### config.mk
export PLATFORM = sky130hd
export DESIGN_NAME = wcx_coex_top
export DESIGN_NICKNAME = d
export VERILOG_FILES = /design/src/wcx_pkg.sv /design/src/wcx_apb_regs.sv /design/src/wcx_coex_top.sv /design/src/wcx_prio_timer.sv
export SDC_FILE = /design/constraint.sdc
export NUM_CORES = 1
export LEC_CHECK = 0
export BUFFER_PORTS_ARGS = -buffer_cell sky130_fd_sc_hd__clkbuf_2
export CAP_MARGIN = 10
export CORE_MARGIN = 10
export CORE_UTILIZATION = 52
export DETAILED_ROUTE_END_ITERATION = 10
export MAX_ROUTING_LAYER = met4
export PLACE_DENSITY = 0.86
export SLEW_MARGIN = 10
export SYNTH_ARGS = -nofsm -noshare
export SYNTH_HDL_FRONTEND = slang
export SYNTH_SLANG_ARGS = --single-unit
### constraint.sdc
create_clock -name pclk -period 4.75 [get_ports pclk]
set_input_delay 1.1875 -clock pclk [delete_from_list [all_inputs] [get_ports pclk]]
set_output_delay 1.1875 -clock pclk [all_outputs]
set_load 0.05 [all_outputs]
### src/wcx_pkg.sv
// Shared constants for the WLAN coexistence signalling block.
// Assumes a 100 MHz pclk and an APB register port with 32-bit data.
package wcx_pkg;

  // ------------------------------------------------------------
  // Timing.
  // ------------------------------------------------------------
  localparam int CLK_MHZ      = 100;  // Clock rate in MHz.
  localparam int PRIO_US      = 20;   // Priority pulse length in microseconds.
  localparam int CNT_W        = 12;   // Width of the pulse timer.
  localparam logic [CNT_W-1:0] PRIO_CYC = CNT_W'(PRIO_US * CLK_MHZ);

  // ------------------------------------------------------------
  // Register map, byte addresses.
  // ------------------------------------------------------------
  localparam logic [11:0] ADDR_CTRL   = 12'h000;  // Control bits.
  localparam logic [11:0] ADDR_ACLPRI = 12'h004;  // Per-handle priority mask.
  localparam logic [11:0] ADDR_STAT   = 12'h008;  // Live status, read only.

  // Control fields.
  localparam int CTRL_MUX_BIT  = 0;  // Pins carry the coexistence function.
  localparam int CTRL_POL_BIT  = 1;  // Inhibit polarity, 1 means active high.
  localparam int CTRL_BAND_BIT = 2;  // Busy only on in-band hops.
  localparam int CTRL_W        = 3;  // Implemented control bits.
  localparam logic [CTRL_W-1:0] CTRL_RST = 3'h2;

  // ACL handle mask.
  localparam int HANDLE_W = 3;
  localparam int NUM_HDL  = 8;
  localparam logic [NUM_HDL-1:0] ACLPRI_RST = 8'h00;

  // Status width.
  localparam int STAT_W = 6;

  // Traffic kinds reported by the baseband.
  localparam logic [2:0] KIND_BULK    = 3'h0;
  localparam logic [2:0] KIND_VOICE   = 3'h1;
  localparam logic [2:0] KIND_ACL     = 3'h2;
  localparam logic [2:0] KIND_PAGE    = 3'h3;
  localparam logic [2:0] KIND_INQUIRY = 3'h4;
  localparam logic [2:0] KIND_SNIFF   = 3'h5;

  // Amplifier control states.
  typedef enum logic [1:0] {WCX_PA_RUN, WCX_PA_DRAIN, WCX_PA_OFF} wcx_pa_st_t;

endpackage : wcx_pkg

### src/wcx_apb_regs.sv
// APB slave holding the coexistence control and priority-mask registers.
// Assumes an APB master on pclk; answers in the first access cycle.
`timescale 1ns/1ns
module wcx_apb_regs
  import wcx_pkg::*;
(
  input  wire logic               pclk,
  input  wire logic               presetn,
  input  wire logic               clk_en,
  input  wire logic               psel,
  input  wire logic               penable,
  input  wire logic               pwrite,
  input  wire logic [11:0]        paddr,
  input  wire logic [31:0]        pwdata,
  input  wire logic [STAT_W-1:0]  status,
  output logic      [31:0]        prdata,
  output logic                    pready,
  output logic                    pslverr,
  output logic      [CTRL_W-1:0]  ctrl_r,
  output logic      [NUM_HDL-1:0] aclpri_r
);

  // ------------------------------------------------------------
  // Decode.
  // ------------------------------------------------------------
  logic hit;    // Address matches a register.
  logic wr_go;  // Write completes at this edge.

  // Decode the full byte address; anything else is an error.
  always_comb
  begin
    hit = (paddr == ADDR_CTRL) || (paddr == ADDR_ACLPRI) || (paddr == ADDR_STAT);
  end

  assign wr_go = psel && penable && pready && pwrite && hit;

  // Ready and read data are prepared in the setup cycle.
  always_ff @(posedge pclk or negedge presetn)
  begin
    if (!presetn)
    begin
      pready  <= 1'b0;
      pslverr <= 1'b0;
      prdata  <= 32'h0000_0000;
    end
    else if (clk_en)
    begin
      pready  <= psel && !penable;
      pslverr <= psel && !penable && !hit;
      prdata  <= 32'h0000_0000;
      if (psel && !penable && !pwrite)
      begin
        case (paddr)
          ADDR_CTRL:   prdata <= 32'(ctrl_r);
          ADDR_ACLPRI: prdata <= 32'(aclpri_r);
          ADDR_STAT:   prdata <= 32'(status);
          default:     prdata <= 32'h0000_0000;
        endcase
      end
    end
  end

  // Writes take effect at the edge that samples pready.
  always_ff @(posedge pclk or negedge presetn)
  begin
    if (!presetn)
    begin
      ctrl_r   <= CTRL_RST;
      aclpri_r <= ACLPRI_RST;
    end
    else if (clk_en && wr_go)
    begin
      if (paddr == ADDR_CTRL)
        ctrl_r <= pwdata[CTRL_W-1:0];
      if (paddr == ADDR_ACLPRI)
        aclpri_r <= pwdata[NUM_HDL-1:0];
    end
  end

endmodule // wcx_apb_regs

### src/wcx_coex_top.sv
// Top of the WLAN coexistence signalling block in the radio baseband.
// Assumes baseband status inputs on pclk and an inhibit pin from outside.
//
// How it works
// - Asserted inhibit keeps the amplifier disabled.
// - Inhibit mid-packet: finish packet, then amplifier off.
// - Inhibit polarity selectable by software.
// - Twenty microsecond priority pulse after busy rises.
// - Voice, flagged ACL, page, inquiry, sniff are priority.
// - Each ACL handle can be marked priority.
// - After the pulse, priority shows direction.
// - Busy asserts on frame start and receive.
// - Optional busy restriction to in-band hops.
// - Channel hint output is reserved, held low.
// - Pins must be muxed before coexistence use.
//
// The register addresses and the APB slave port are this design's own decisions.
`timescale 1ns/1ns
module wcx_coex_top
  import wcx_pkg::*;
(
  input  wire logic                pclk,
  input  wire logic                presetn,
  input  wire logic                clk_en,
  input  wire logic                psel,
  input  wire logic                penable,
  input  wire logic                pwrite,
  input  wire logic [11:0]         paddr,
  input  wire logic [31:0]         pwdata,
  output logic      [31:0]         prdata,
  output logic                     pready,
  output logic                     pslverr,
  input  wire logic                bb_frame_start,
  input  wire logic                bb_frame_end,
  input  wire logic                bb_rx_active,
  input  wire logic                bb_tx_active,
  input  wire logic                bb_pkt_end,
  input  wire logic                bb_pa_request,
  input  wire logic                bb_hop_in_band,
  input  wire logic [2:0]          bb_traffic_kind,
  input  wire logic                bb_acl_high_prio,
  input  wire logic [HANDLE_W-1:0] bb_acl_handle,
  input  wire logic                wlan_tx_inhibit_in,
  output logic                     radio_busy_out,
  output logic                     coex_priority_out,
  output logic                     channel_hint_out,
  output logic                     pa_enable_out
);

  // ------------------------------------------------------------
  // Registers and configuration.
  // ------------------------------------------------------------
  logic [CTRL_W-1:0]  ctrl_r;     // Control register.
  logic [NUM_HDL-1:0] aclpri_r;   // Priority mask, one bit per handle.
  logic [STAT_W-1:0]  status;     // Live state shown to software.
  logic               coex_en;    // Pins carry the coexistence function.
  logic               inh_pol;    // Inhibit is active high when set.
  logic               band_only;  // Busy only on in-band hops.
  wcx_pa_st_t         pa_st_r;    // Amplifier control state.
  wcx_pa_st_t         pa_st_nxt;  // Next amplifier state.
  logic               inhibit_act;  // Inhibit after polarity and pin mux.

  assign coex_en   = ctrl_r[CTRL_MUX_BIT];
  assign inh_pol   = ctrl_r[CTRL_POL_BIT];
  assign band_only = ctrl_r[CTRL_BAND_BIT];

  // Status packs outputs, inhibit and amplifier state for software.
  assign status = {pa_st_r, inhibit_act, pa_enable_out, coex_priority_out, radio_busy_out};

  // The register slave owns the bus handshake.
  wcx_apb_regs u_regs (
    .pclk     (pclk),
    .presetn  (presetn),
    .clk_en   (clk_en),
    .psel     (psel),
    .penable  (penable),
    .pwrite   (pwrite),
    .paddr    (paddr),
    .pwdata   (pwdata),
    .status   (status),
    .prdata   (prdata),
    .pready   (pready),
    .pslverr  (pslverr),
    .ctrl_r   (ctrl_r),
    .aclpri_r (aclpri_r)
  );

  // ------------------------------------------------------------
  // Inhibit pin synchroniser.
  // ------------------------------------------------------------
  logic inh_meta_r;   // First stage, read only by the second.
  logic inh_sync_r;   // Second stage, safe to use.

  // Two flops because the inhibit pin comes from another chip.
  always_ff @(posedge pclk or negedge presetn)
  begin
    if (!presetn)
    begin
      inh_meta_r <= 1'b0;
      inh_sync_r <= 1'b0;
    end
    else if (clk_en)
    begin
      inh_meta_r <= wlan_tx_inhibit_in;
      inh_sync_r <= inh_meta_r;
    end
  end

  // Polarity folds in here; an unmuxed pin is ignored entirely.
  assign inhibit_act = coex_en && (inh_sync_r == inh_pol);

  // ------------------------------------------------------------
  // Amplifier control.
  // ------------------------------------------------------------

  // Next state: a packet on the air drains before the amplifier stops.
  always_comb
  begin
    pa_st_nxt = pa_st_r;
    case (pa_st_r)
      WCX_PA_RUN:
      begin
        if (inhibit_act && bb_tx_active && !bb_pkt_end)
          pa_st_nxt = WCX_PA_DRAIN;
        else if (inhibit_act)
          pa_st_nxt = WCX_PA_OFF;
      end
      WCX_PA_DRAIN:
      begin
        if (!inhibit_act)
          pa_st_nxt = WCX_PA_RUN;
        else if (bb_pkt_end || !bb_tx_active)
          pa_st_nxt = WCX_PA_OFF;
      end
      WCX_PA_OFF:
      begin
        if (!inhibit_act)
          pa_st_nxt = WCX_PA_RUN;
      end
      default:
        pa_st_nxt = WCX_PA_OFF;
    endcase
  end

  // State register.
  always_ff @(posedge pclk or negedge presetn)
  begin
    if (!presetn)
      pa_st_r <= WCX_PA_RUN;
    else if (clk_en)
      pa_st_r <= pa_st_nxt;
  end

  // The amplifier follows the baseband only outside the off state.
  always_ff @(posedge pclk or negedge presetn)
  begin
    if (!presetn)
      pa_enable_out <= 1'b0;
    else if (clk_en)
      pa_enable_out <= bb_pa_request && (pa_st_nxt != WCX_PA_OFF);
  end

  // ------------------------------------------------------------
  // Radio busy.
  // ------------------------------------------------------------
  logic frame_r;           // Inside a frame.
  logic radio_busy_level;  // Busy before the output flop.
  logic busy_rise;         // Busy rises this cycle.

  // Start wins over end when both arrive together.
  always_ff @(posedge pclk or negedge presetn)
  begin
    if (!presetn)
      frame_r <= 1'b0;
    else if (clk_en)
    begin
      if (bb_frame_start)
        frame_r <= 1'b1;
      else if (bb_frame_end)
        frame_r <= 1'b0;
    end
  end

  // Busy on the starting cycle already, so the partner sees it early.
  always_comb
  begin
    radio_busy_level = (frame_r || bb_frame_start || bb_rx_active)
                       && (!band_only || bb_hop_in_band)
                       && coex_en;
  end

  // Output flop.
  always_ff @(posedge pclk or negedge presetn)
  begin
    if (!presetn)
      radio_busy_out <= 1'b0;
    else if (clk_en)
      radio_busy_out <= radio_busy_level;
  end

  assign busy_rise = radio_busy_level && !radio_busy_out;

  // ------------------------------------------------------------
  // Priority and direction.
  // ------------------------------------------------------------
  logic prio_now;  // Current traffic counts as priority.
  logic win_r;     // Pulse window running.
  logic hi_r;      // Level held during the window.

  // Classify traffic; ACL qualifies by its own flag or its handle mask.
  always_comb
  begin
    case (bb_traffic_kind)
      KIND_VOICE, KIND_PAGE, KIND_INQUIRY, KIND_SNIFF:
        prio_now = 1'b1;
      KIND_ACL:
        prio_now = bb_acl_high_prio || aclpri_r[bb_acl_handle];
      default:
        prio_now = 1'b0;
    endcase
  end

  // Window timer, restarted on every busy rise.
  wcx_prio_timer u_timer (
    .pclk    (pclk),
    .presetn (presetn),
    .clk_en  (clk_en),
    .start   (busy_rise),
    .abort   (!radio_busy_level),
    .hi_in   (prio_now),
    .win_r   (win_r),
    .hi_r    (hi_r)
  );

  // Pulse first, then transmit direction for the rest of the activity.
  always_ff @(posedge pclk or negedge presetn)
  begin
    if (!presetn)
      coex_priority_out <= 1'b0;
    else if (clk_en)
    begin
      if (!radio_busy_level)
        coex_priority_out <= 1'b0;
      else if (busy_rise)
        coex_priority_out <= prio_now;
      else if (win_r)
        coex_priority_out <= hi_r;
      else
        coex_priority_out <= bb_tx_active;
    end
  end

  // The hint pin has no function yet and stays low.
  always_ff @(posedge pclk or negedge presetn)
  begin
    if (!presetn)
      channel_hint_out <= 1'b0;
    else if (clk_en)
      channel_hint_out <= 1'b0;
  end
endmodule // wcx_coex_top

### src/wcx_prio_timer.sv
// Window timer for the priority pulse that follows a busy rise.
// Assumes start and abort come from logic on the same clock.
`timescale 1ns/1ns
module wcx_prio_timer
  import wcx_pkg::*;
(
  input  wire logic pclk,
  input  wire logic presetn,
  input  wire logic clk_en,
  input  wire logic start,
  input  wire logic abort,
  input  wire logic hi_in,
  output logic      win_r,
  output logic      hi_r
);

  logic [CNT_W-1:0] cnt_r;  // Cycles left in the window.

  // The start cycle itself is the first pulse cycle, so count two less.
  always_ff @(posedge pclk or negedge presetn)
  begin
    if (!presetn)
    begin
      cnt_r <= '0;
      win_r <= 1'b0;
      hi_r  <= 1'b0;
    end
    else if (clk_en)
    begin
      if (abort)
      begin
        win_r <= 1'b0;
        hi_r  <= 1'b0;
      end
      else if (start)
      begin
        cnt_r <= PRIO_CYC - CNT_W'(2);
        win_r <= 1'b1;
        hi_r  <= hi_in;
      end
      else if (win_r)
      begin
        cnt_r <= cnt_r - CNT_W'(1);
        if (cnt_r == '0)
          win_r <= 1'b0;
      end
    end
  end

endmodule // wcx_prio_timer

# ---- Word level (Yosys, flattened, before mapping)
# Index checks and enable logic that the tools add are counted.
# W data, S select, Z words.
dict set report totals {
  register_bits 67
  in_bits 65
  out_inout_bits 38
  wordCells 93
}
dict set report op_classes {
  addsub 1
  magnitude_cmp 1
  eq_ne 12
  muxes 24
  reduce_logical 40
}
# op count
set ops {}
lappend ops {{$mux W32} 1}
lappend ops {{$logic_not A12 Y1} 2}
lappend ops {{$mux W12} 2}
lappend ops {{$pmux W8 S3} 1}
lappend ops {{$logic_and A1 B1 Y1} 15}
lappend ops {{$eq A12 B3 Y1 const B} 1}
lappend ops {{$eq A12 B4 Y1 const B} 1}
lappend ops {{$mux W1} 12}
lappend ops {{$sub A12 B1 Y12 const B} 1}
lappend ops {{$mux W2} 5}
lappend ops {{$reduce_and A2 Y1} 4}
lappend ops {{$logic_not A1 Y1} 7}
lappend ops {{$logic_or A1 B1 Y1} 7}
lappend ops {{$eq A3 B2 Y1 const B} 2}
lappend ops {{$eq A3 B3 Y1 const B} 2}
lappend ops {{$pmux W2 S3} 1}
lappend ops {{$lt A3 B4 Y1 const B} 1}
lappend ops {{$reduce_bool A2 Y1} 2}
lappend ops {{$reduce_or A4 Y1} 1}
lappend ops {{$bmux W1 S3} 1}
lappend ops {{$eq A3 B1 Y1 const B} 1}
lappend ops {{$reduce_and A3 Y1} 1}
lappend ops {{$eq A2 B1 Y1 const B} 1}
lappend ops {{$eq A2 B2 Y1 const B} 1}
lappend ops {{5 further kinds} 5}

# ---- Depth between registers and ports, before layout
# Gate-level depths: netlist of the first run.
dict set report logic_depth {
  ltp_word 8
  mapped_depth 6
  mapped_depth_nobuf 5
}

# ---- Hierarchy
# A second synthesis of the first run with hierarchy kept.
dict set report hier_totals {
  hier_cells 229
  hier_area_um2 2422.3
}
# module n_inst cells_per_inst area_each_um2 seq_area_each_um2
set modules_own_cells {}
lappend modules_own_cells {wcx_apb_regs 1 102 1189.9 526.8}
lappend modules_own_cells {wcx_prio_timer 1 77 735.7 350.3}
lappend modules_own_cells {wcx_coex_top 1 50 496.7 200.2}

# ---- Worst setup path before layout of the first run
# OpenSTA, ideal clock, no wires.
dict set report synth_timing {
  kind {input port to flip-flop}
  start {input port paddr[7]}
  end {register u_regs.aclpri_r[0]}
  setup_time_ns 0.127
  arrival_time_ns 2.581
  required_ns 4.623
  path_slack_ns 2.041
  path_stages 4
  path_buffers 0
  path_cell_list {nor4_1 -> nand3_1 -> nor3_2 -> mux2_1}
}
dict set report synth_via {
  elab_chain_len 6
  word_cells_on_any_way 8
  classes_between {eq/ne: 2; reduce/logical: 6}
}
# element line
set synth_rtl {}
lappend synth_rtl {{start, declared} wcx_coex_top.sv:28} ;# input wire logic [11:0] paddr,
lappend synth_rtl {{$eq A12 B3 Y1 / $logic_not A12 Y1 (equally long branches)} {wcx_apb_regs.sv:32, wcx_apb_regs.sv:75}}
lappend synth_rtl {{$logic_or A1 B1 Y1 (2 in series)} wcx_apb_regs.sv:32} ;# hit = (paddr == ADDR_CTRL) || (paddr == ADDR_ACLPRI) || (paddr == ADDR_STAT);
lappend synth_rtl {{$logic_and A1 B1 Y1} wcx_apb_regs.sv:35} ;# assign wr_go = psel && penable && pready && pwrite && hit;
lappend synth_rtl {{$logic_and A1 B1 Y1} wcx_apb_regs.sv:71} ;# else if (clk_en && wr_go)
lappend synth_rtl {{$reduce_and A2 Y1 (no line) *} --}
lappend synth_rtl {{end signal, assigned} wcx_apb_regs.sv:76} ;# aclpri_r <= pwdata[NUM_HDL-1:0];
lappend synth_rtl {{end, declared} wcx_apb_regs.sv:20} ;# output logic [NUM_HDL-1:0] aclpri_r
# Every way passes the cells marked *; elsewhere a longest branch is shown, timed or not.
# A chain may end at the register's enable or synchronous reset.

# ---- Final worst setup path of the first run
dict set report layout_timing {
  start {input port paddr[1]}
  end {register u_regs.aclpri_r[3]}
}
# The elaborated chain is that of the path after synthesis.

==> flow_metrics.py, run 1 <==
metrics = {
    "outcome": {
        "status": "finished clean",
    },
    "cells_and_area": {
        "area_growth_syn_to_layout_pct": 12.51,
        "final_cells": 339,
        "mostFrequentLayoutCell": "clkbuf_2",
        "drive_gt1_share_pct": 25.78,
        "layout_common_cells": "clkbuf_2 (53), dfrtp_1 (42), conb_1 (25), nor2_1 (12)",
        "num_antenna_cells": 0,
        "design_area_sq_mm": 0.002723,
        "final_nets": 353,
        "fillCellCount": 373,
    },
    "synthesis": {
        "yosys_register_bits": 43,
        "ys_async_sr_fraction_pct": 100.0,
        "synth_edf_count": 0,
        "syn_area_sq_mm": 0.002420,
        "syn_avg_cell_area_sq_um": 10.30,
        "synth_area_leader_cell": "dfrtp_1",
        "netlist.area_leader.share_pct": 43.43,
        "synth_area_leaders": "dfrtp_1 (43%), buf_4 (7.8%), mux2_1 (4.7%)",
        "synth_ff_type": "dfrtp_1",
        "syn_inst": 235,
        "ys_seq_area_share_pct": 44.52,
        "yosysWarnings": 0,
        "synth_cell_type_count": 51,
    },
    "critical_path": {
        "r2r_cells": 4,
        "worstPathArrival_ns": 2.93,
        "crit_start": "paddr[1]",
        "required_ns": 4.93,
        "rrSetupSlack_ns": 2.64,
        "crit_end": "u_regs.aclpri_r[3]",
        "critPathKind": "primary input to register",
        "reg2reg_from": "u_timer.cnt_r[6]",
        "worstPathMaxFanout": 8,
        "timing.rr.end": "u_timer.cnt_r[11]",
        "crit_path_start_kind": "primary input",
        "end_kind": "register",
    },
    "sta": {
        "relSlewSlack_pct": 30.23,
        "finalSetupViolations": 0,
        "fin_crit_ns": 2.750,
        "rsz0062_at_grt": "no",
        "hold_viol": 0,
        "fmax_mhz": 363.6,
        "period_share_pct": 57.90,
        "finalSetupTns_ns": 0,
        "finalWorstSetupSlack_ns": 2.000,
        "maxSlewViolCount": 0,
        "skew_ns": 0.007577,
        "tightest_slew_ns": 1.047,
    },
    "power": {
        "switching_share_pct": 27.97,
        "leakage_nw": 1.365,
        "combPwrFrac_pct": 14.4,
        "power.net_switching_mw": 0.2059,
        "ir_drop_mv": 0.1849,
        "finalPower_mw": 0.7359,
        "internal-power_mw": 0.5301,
        "clockPowerShare_pct": 34.4,
        "pwr-share-seq_pct": 51.2,
        "power_density_mw_per_mm2": 270.3,
    },
    "placement": {
        "placed_area_sq_mm": 0.002623,
        "gp_congestion": 0.8365,
        "dp_slack_ns": 1.673,
        "hpwl_mm": 4.514,
        "dp_cells": 331,
        "portBuffers": 53,
    },
    "floorplanning": {
        "die_y_microns": 88.22,
        "start_util_pct": 54.45,
        "num_rows": 24,
        "dieArea_sq_mm": 0.007782,
        "die_width_microns": 88.22,
        "design.core.area_sq_mm": 0.004444,
        "ios": 103,
    },
    "clock_network": {
        "cts.sinks": 43,
        "path_clk_slew_ns": 0.08,
        "clk_latency_ns": 0.29,
        "cts_resized": 0,
        "post-cts-setup-buffer-count": 0,
        "cts_buffer_depth": 2,
        "tritoncts": "built",
        "ctsHoldBuffers": 0,
        "numCtsBuffers": 5,
        "cts_max_level": 2,
        "cts-root-buf": "clkbuf_8",
    },
    "global_routing": {
        "grt-ovfl-total": 0,
        "grt_antenna_before_repair": 0,
        "first_global_vias": 1983,
        "grt.total_usage_pct": 14.67,
        "grt_pass1_wl_mm": 9.087,
        "grt_max_degree": 44,
    },
    "hold_path": {
        "hold_path.class": "register to register",
        "holdCritStartpoint": "u_regs.prdata[4]",
    },
    "route": {
        "first_iter_violations": 101,
        "wirelength_mm": 5.807,
        "vias": 1958,
        "drtAntennaViolNets": 0,
        "first_pass_iters": 4,
        "viasPerCell": 5.776,
        "drc_errors": 0,
        "wl_per_cell_microns": 17.13,
    },
    "run": {
        "cap_viol_max_count": 0,
    },
}
cells by family (layout without fill, tap and decap cells):
kind of cell	Yosys count	after routing	synth area share, %
compound gates	56	56	16.44
simple gates	73	73	18.61
other cells	1	25	0.1550
flops	43	43	44.52
buf+inv	40	68	10.08
mux	19	19	8.790
xor+xnor	1	1	0.3620
fa+ha+maj	2	2	1.034
power by group through the flow:
| stage | sequential, mW | clock [mW] | combinational, mW |
|---|---|---|---|
| floorplan | 0.390 | 0 | 0.0812 |
| global placement | 0.383 | 0 | 0.104 |
| detailed placement | 0.384 | 0 | 0.105 |
| CTS | 0.376 | 0.257 | 0.105 |
| global route | 0.377 | 0.273 | 0.114 |
| finish | 0.377 | 0.253 | 0.106 |
worst min path at each step:
stage                             to  cells after the start
floorplan                    frame_r                      1
global placement    u_regs.prdata[4]                      1
detailed placement           frame_r                      1
global route              inh_meta_r                      1
finish              u_regs.prdata[4]                      1
CTS                 u_regs.prdata[4]                      1
critical path, stage by stage:
cell and delay [ns]:
clkbuf_2 0.08, nor4_1 0.35, nand3_1 0.30, nor3_2 0.63, mux2_1 0.39
stage by stage:
stage / util (%) / hold slack (ns)
2_1_floorplan: - / 0.4600
3_3_place_gp: 59.01 / 0.4756
3_5_place_dp: 59.01 / 0.4786
4_1_cts: 61.26 / 0.5005
5_1_grt: 61.26 / 0.5209
6_report: 61.26 / 0.4956
cell usage after synthesis, drive strengths merged, types with 2 or more instances:
cell type and instances:
and4 6, nand3b 2, or3 4, nand2b 4
a21o 2, o21ai 6, mux2 18, clkbuf 7
nand4 3, dfrtp 42, inv 7, buf 26
nor2 12, nor3 11, or2 2, nor4 2
nand3 6, or4 4, a31oi 5, o31ai 2
a22o 3, o2bb2ai 3, and2 3, a21oi 10
ha 2, and3 6, o22ai 6, a32o 2
nor2b 6, a22oi 6, a221o 3, o22a 2
layer usage:
| layer | global-route usage [%] | vias to the layer above | part of all wire, % |
|---|---|---|---|
| li1 | - | 934 | - |
| met3 | 3.676 | 6 | 5.6 |
| met5 | - | - | 0 |
| met2 | 25.59 | 70 | 52 |
| met1 | 16.92 | 948 | 41 |
| met4 | 2.349 | 0 | 1.0 |
registers in the layout, indices dropped and copies added (netlist names):
signal	flops
u_timer.cnt_r	12
inh_sync_r	1
u_timer.win_r	1
coex_priority_out	1
radio_busy_out	1
frame_r	1
pa_enable_out	1
u_timer.hi_r	1
inh_meta_r	1
u_regs.aclpri_r	8
u_regs.pready	1
u_regs.pslverr	1
u_regs.prdata	8
u_regs.ctrl_r	3
pa_st_r	2
layout make-up:
| class | count | area [sq um] | share of cell area (%) |
|---|---|---|---|
| Clock buffer | 8 | 100.1 | 3.676 |
| Inverter | 7 | 26.28 | 0.9651 |
| Multi-Input combinational cell | 176 | 1189 | 43.66 |
| Sequential cell | 43 | 1077 | 39.57 |
| Tap cell | 52 | 65.06 | 2.390 |
| Timing Repair Buffer | 53 | 265.3 | 9.743 |
(Power assumes the default switching activity.)
==> run 2, diff against run 1 <==
Settings changed: ABC_AREA set to 1, CORE_UTILIZATION 52 to 44, PLACE_DENSITY 0.86 to 0.76.
Clock period 4.75 ns to 2.5 ns, I/O delays scaled along.
==> flow_metrics.py, run 2 <==
metrics = {
    "critical_path": {
        "critical_path_depth": 1,
        "end_kind": "output port",
        "reg2reg_from": "u_regs.ctrl_r[2]",
        "cp_top_family": "flip-flops",
        "r2r_cells": 6,
        "cp_num_buf_inv": 1,
        "crit_path_cell_trace": "clkbuf_2",
        "critPathKind": "register to output port",
        "crit_end": "radio_busy_out",
        "cpPeakStageDelay_ns": 0.46,
        "required_ns": 1.88,
        "timing.rr.end": "coex_priority_out",
        "crit_path_start_kind": "register",
        "crit_start": "radio_busy_out",
        "worstPathArrival_ns": 1.07,
        "slowest_stage": "dfrtp_1",
        "worstPathMaxFanout": 5,
        "rrSetupSlack_ns": 0.97,
    },
    "clock_network": {
        "post-cts-setup-buffer-count": 0,
        "cts_buffer_depth": 2,
        "ctsHoldBuffers": 0,
        "cts_max_level": 2,
        "cts.sinks": 43,
        "clk_latency_ns": 0.29,
        "cts-root-buf": "clkbuf_8",
        "path_clk_slew_ns": 0.08,
        "cts_resized": 0,
        "tritoncts": "built",
        "numCtsBuffers": 5,
    },
    "power": {
        "leakage_nw": 1.530,
        "power_density_mw_per_mm2": 496.7,
        "internal-power_mw": 1.047,
        "clockPowerShare_pct": 36.8,
        "switching_share_pct": 27.80,
        "pwr-share-seq_pct": 49.1,
        "ir_drop_mv": 0.3270,
        "combPwrFrac_pct": 14.1,
        "power.net_switching_mw": 0.4033,
    },
    "global_routing": {
        "grt_antenna_before_repair": 0,
        "grt-ovfl-total": 0,
        "grt.total_usage_pct": 13.14,
        "first_global_vias": 2287,
        "grt_pass1_wl_mm": 10.49,
        "grt_max_degree": 44,
    },
    "sta": {
        "hold_viol": 0,
        "skew_ns": 0.002732,
        "tightest_slew_ns": 0.5480,
        "maxSlewViolCount": 0,
        "finalSetupViolations": 0,
        "relSlewSlack_pct": 63.47,
        "hold_slack_ns": 0.3988,
        "finalSetupTns_ns": 0,
        "rsz0062_at_grt": "no",
        "period_share_pct": 67.88,
        "fin_crit_ns": 1.697,
        "fmax_mhz": 589.3,
    },
    "synthesis": {
        "syn_inst": 332,
        "yosysWarnings": 0,
        "synth_ff_type": "dfrtp_1",
        "ys_seq_area_share_pct": 41.57,
        "ys_async_sr_fraction_pct": 100.0,
        "netlist.area_leader.share_pct": 40.56,
        "synth_edf_count": 0,
        "syn_area_sq_mm": 0.002591,
        "synth_area_leaders": "dfrtp_1 (41%), nand2_1 (15%), buf_4 (7.2%)",
        "yosys-top-cells-count": "nand2_1 (101), dfrtp_1 (42), nand3_1 (32)",
        "yosys_register_bits": 43,
        "synth_cell_type_count": 39,
        "synth.most_common_cell": "nand2_1",
        "syn_avg_cell_area_sq_um": 7.805,
        "synth_area_leader_cell": "dfrtp_1",
    },
    "floorplanning": {
        "dieArea_sq_mm": 0.009359,
        "die_width_microns": 96.74,
        "ios": 103,
        "num_rows": 27,
        "start_util_pct": 46.21,
        "die_y_microns": 96.74,
        "design.core.area_sq_mm": 0.005608,
    },
    "cells_and_area": {
        "mostFrequentLayoutCell": "nand2_1",
        "layout_common_cells": "nand2_1 (101), clkbuf_2 (53), dfrtp_1 (42), nand3_1 (32), inv_1 (26)",
        "fillCellCount": 567,
        "reg_top3": "u_timer.cnt_r (12), u_regs.aclpri_r (8), u_regs.prdata (8)",
        "final_nets": 454,
        "largest_register": "u_timer.cnt_r",
        "drive_gt1_share_pct": 22.68,
        "largest_reg_flops": 12,
        "area_growth_syn_to_layout_pct": 12.70,
        "num_antenna_cells": 0,
    },
    "route": {
        "vias": 2201,
        "wirelength_mm": 5.913,
        "first_iter_violations": 87,
        "wl_per_cell_microns": 12.85,
        "drtAntennaViolNets": 0,
        "drc_errors": 0,
        "viasPerCell": 4.785,
        "first_pass_iters": 4,
    },
    "placement": {
        "gp_congestion": 0.9266,
        "portBuffers": 53,
        "hpwl_mm": 4.810,
    },
    "hold_path": {
        "hold_path.class": "primary input to asynchronous set/reset pin",
    },
    "outcome": {
        "status": "finished clean",
    },
    "run": {
        "cap_viol_max_count": 0,
    },
}
[run 2: cell types whose count changed in the layout (fill, tap and decap cells not counted), sizes merged, moves of 5 or more]
cell / previous run / this run
nand2: 1 / 105
nand3: 6 / 35
inv: 7 / 31
o21ai: 6 / 28
mux2: 18 / 0
nor2: 12 / 27
a21oi: 10 / 3
and3: 6 / 0
and4: 6 / 0
nor2b: 6 / 0
o22ai: 6 / 0
xor2: 0 / 6
a22oi: 6 / 1
nor3: 11 / 6
[run 2: area by class of cell]
class                   count  area, sq um  area share [%]
clock buffers               6        72.57           2.485
clock inverters             2        37.54           1.285
inverters                  31        118.9           4.070
multi-input cells         252         1251           42.84
flip-flops and latches     43         1077           36.89
well taps                  72        90.09           3.085
repair buffers             54        272.8           9.340
[run 2: metal layers]
| metal | global-route usage [%] | up-vias | share of wire [%] |
|---|---|---|---|
| li1 | - | 1125 | - |
| met1 | 16.04 | 1007 | 45 |
| met2 | 21.27 | 63 | 49 |
| met3 | 3.336 | 6 | 5.0 |
| met4 | 3.044 | 0 | 1.1 |
| met5 | - | - | 0 |
[run 2: worst min path at each step]
stage               cells past startpoint  slack (ns)                 end        startpoint
floorplan                               0        0.33   coex_priority_out           presetn
global route                            2        0.43  u_regs.aclpri_r[7]           presetn
detailed placement                      2        0.47    u_regs.prdata[0]  u_regs.prdata[0]
CTS                                     2        0.42       u_timer.win_r           presetn
finish                                  2        0.40  u_regs.aclpri_r[7]           presetn
global placement                        2        0.46          inh_meta_r        inh_meta_r
[run 2: power by group through the flow]
stage | logic [mW] | clock network, mW | registers [mW]
2_1_floorplan | 0.156 | 0 | 0.739
3_3_place_gp | 0.202 | 0 | 0.726
3_5_place_dp | 0.205 | 0 | 0.726
4_1_cts | 0.206 | 0.547 | 0.713
5_1_grt | 0.225 | 0.581 | 0.714
6_report | 0.205 | 0.533 | 0.712
[run 2: per-stage QoR]
step                setup slack, ns  area, sq um  cells  util (%)  total power, mW
floorplan                    0.9144         2681    356         -           0.8955
global placement             0.5561         2810    452     50.11           0.9285
detailed placement           0.5340         2810    452     50.11           0.9318
CTS                          0.7892         2920    460     52.08            1.466
global route                 0.6688         2920    460     52.08            1.520
finish                       0.8030         2920    460     52.08            1.451
[run 2: logic make-up after synthesis]
family,share of synthesized area [%]
other,0.1447
XOR/XNOR,2.704
multiplexers,0.3863
AND/OR/NAND/NOR,31.87
adder cells (fa/ha/maj),0.9656
AO/OA/AOI/OAI,8.741
flip-flops,41.57
buffers and inverters,13.62
[run 2: worst register-to-register path, stage by stage (launching register included)]
cell	delay, ns
dfrtp_1	0.41
a21oi_2	0.17
nand2_2	0.12
nor2_1	0.43
nand3_1	0.15
nand2_1	0.11
nand2_1	0.05
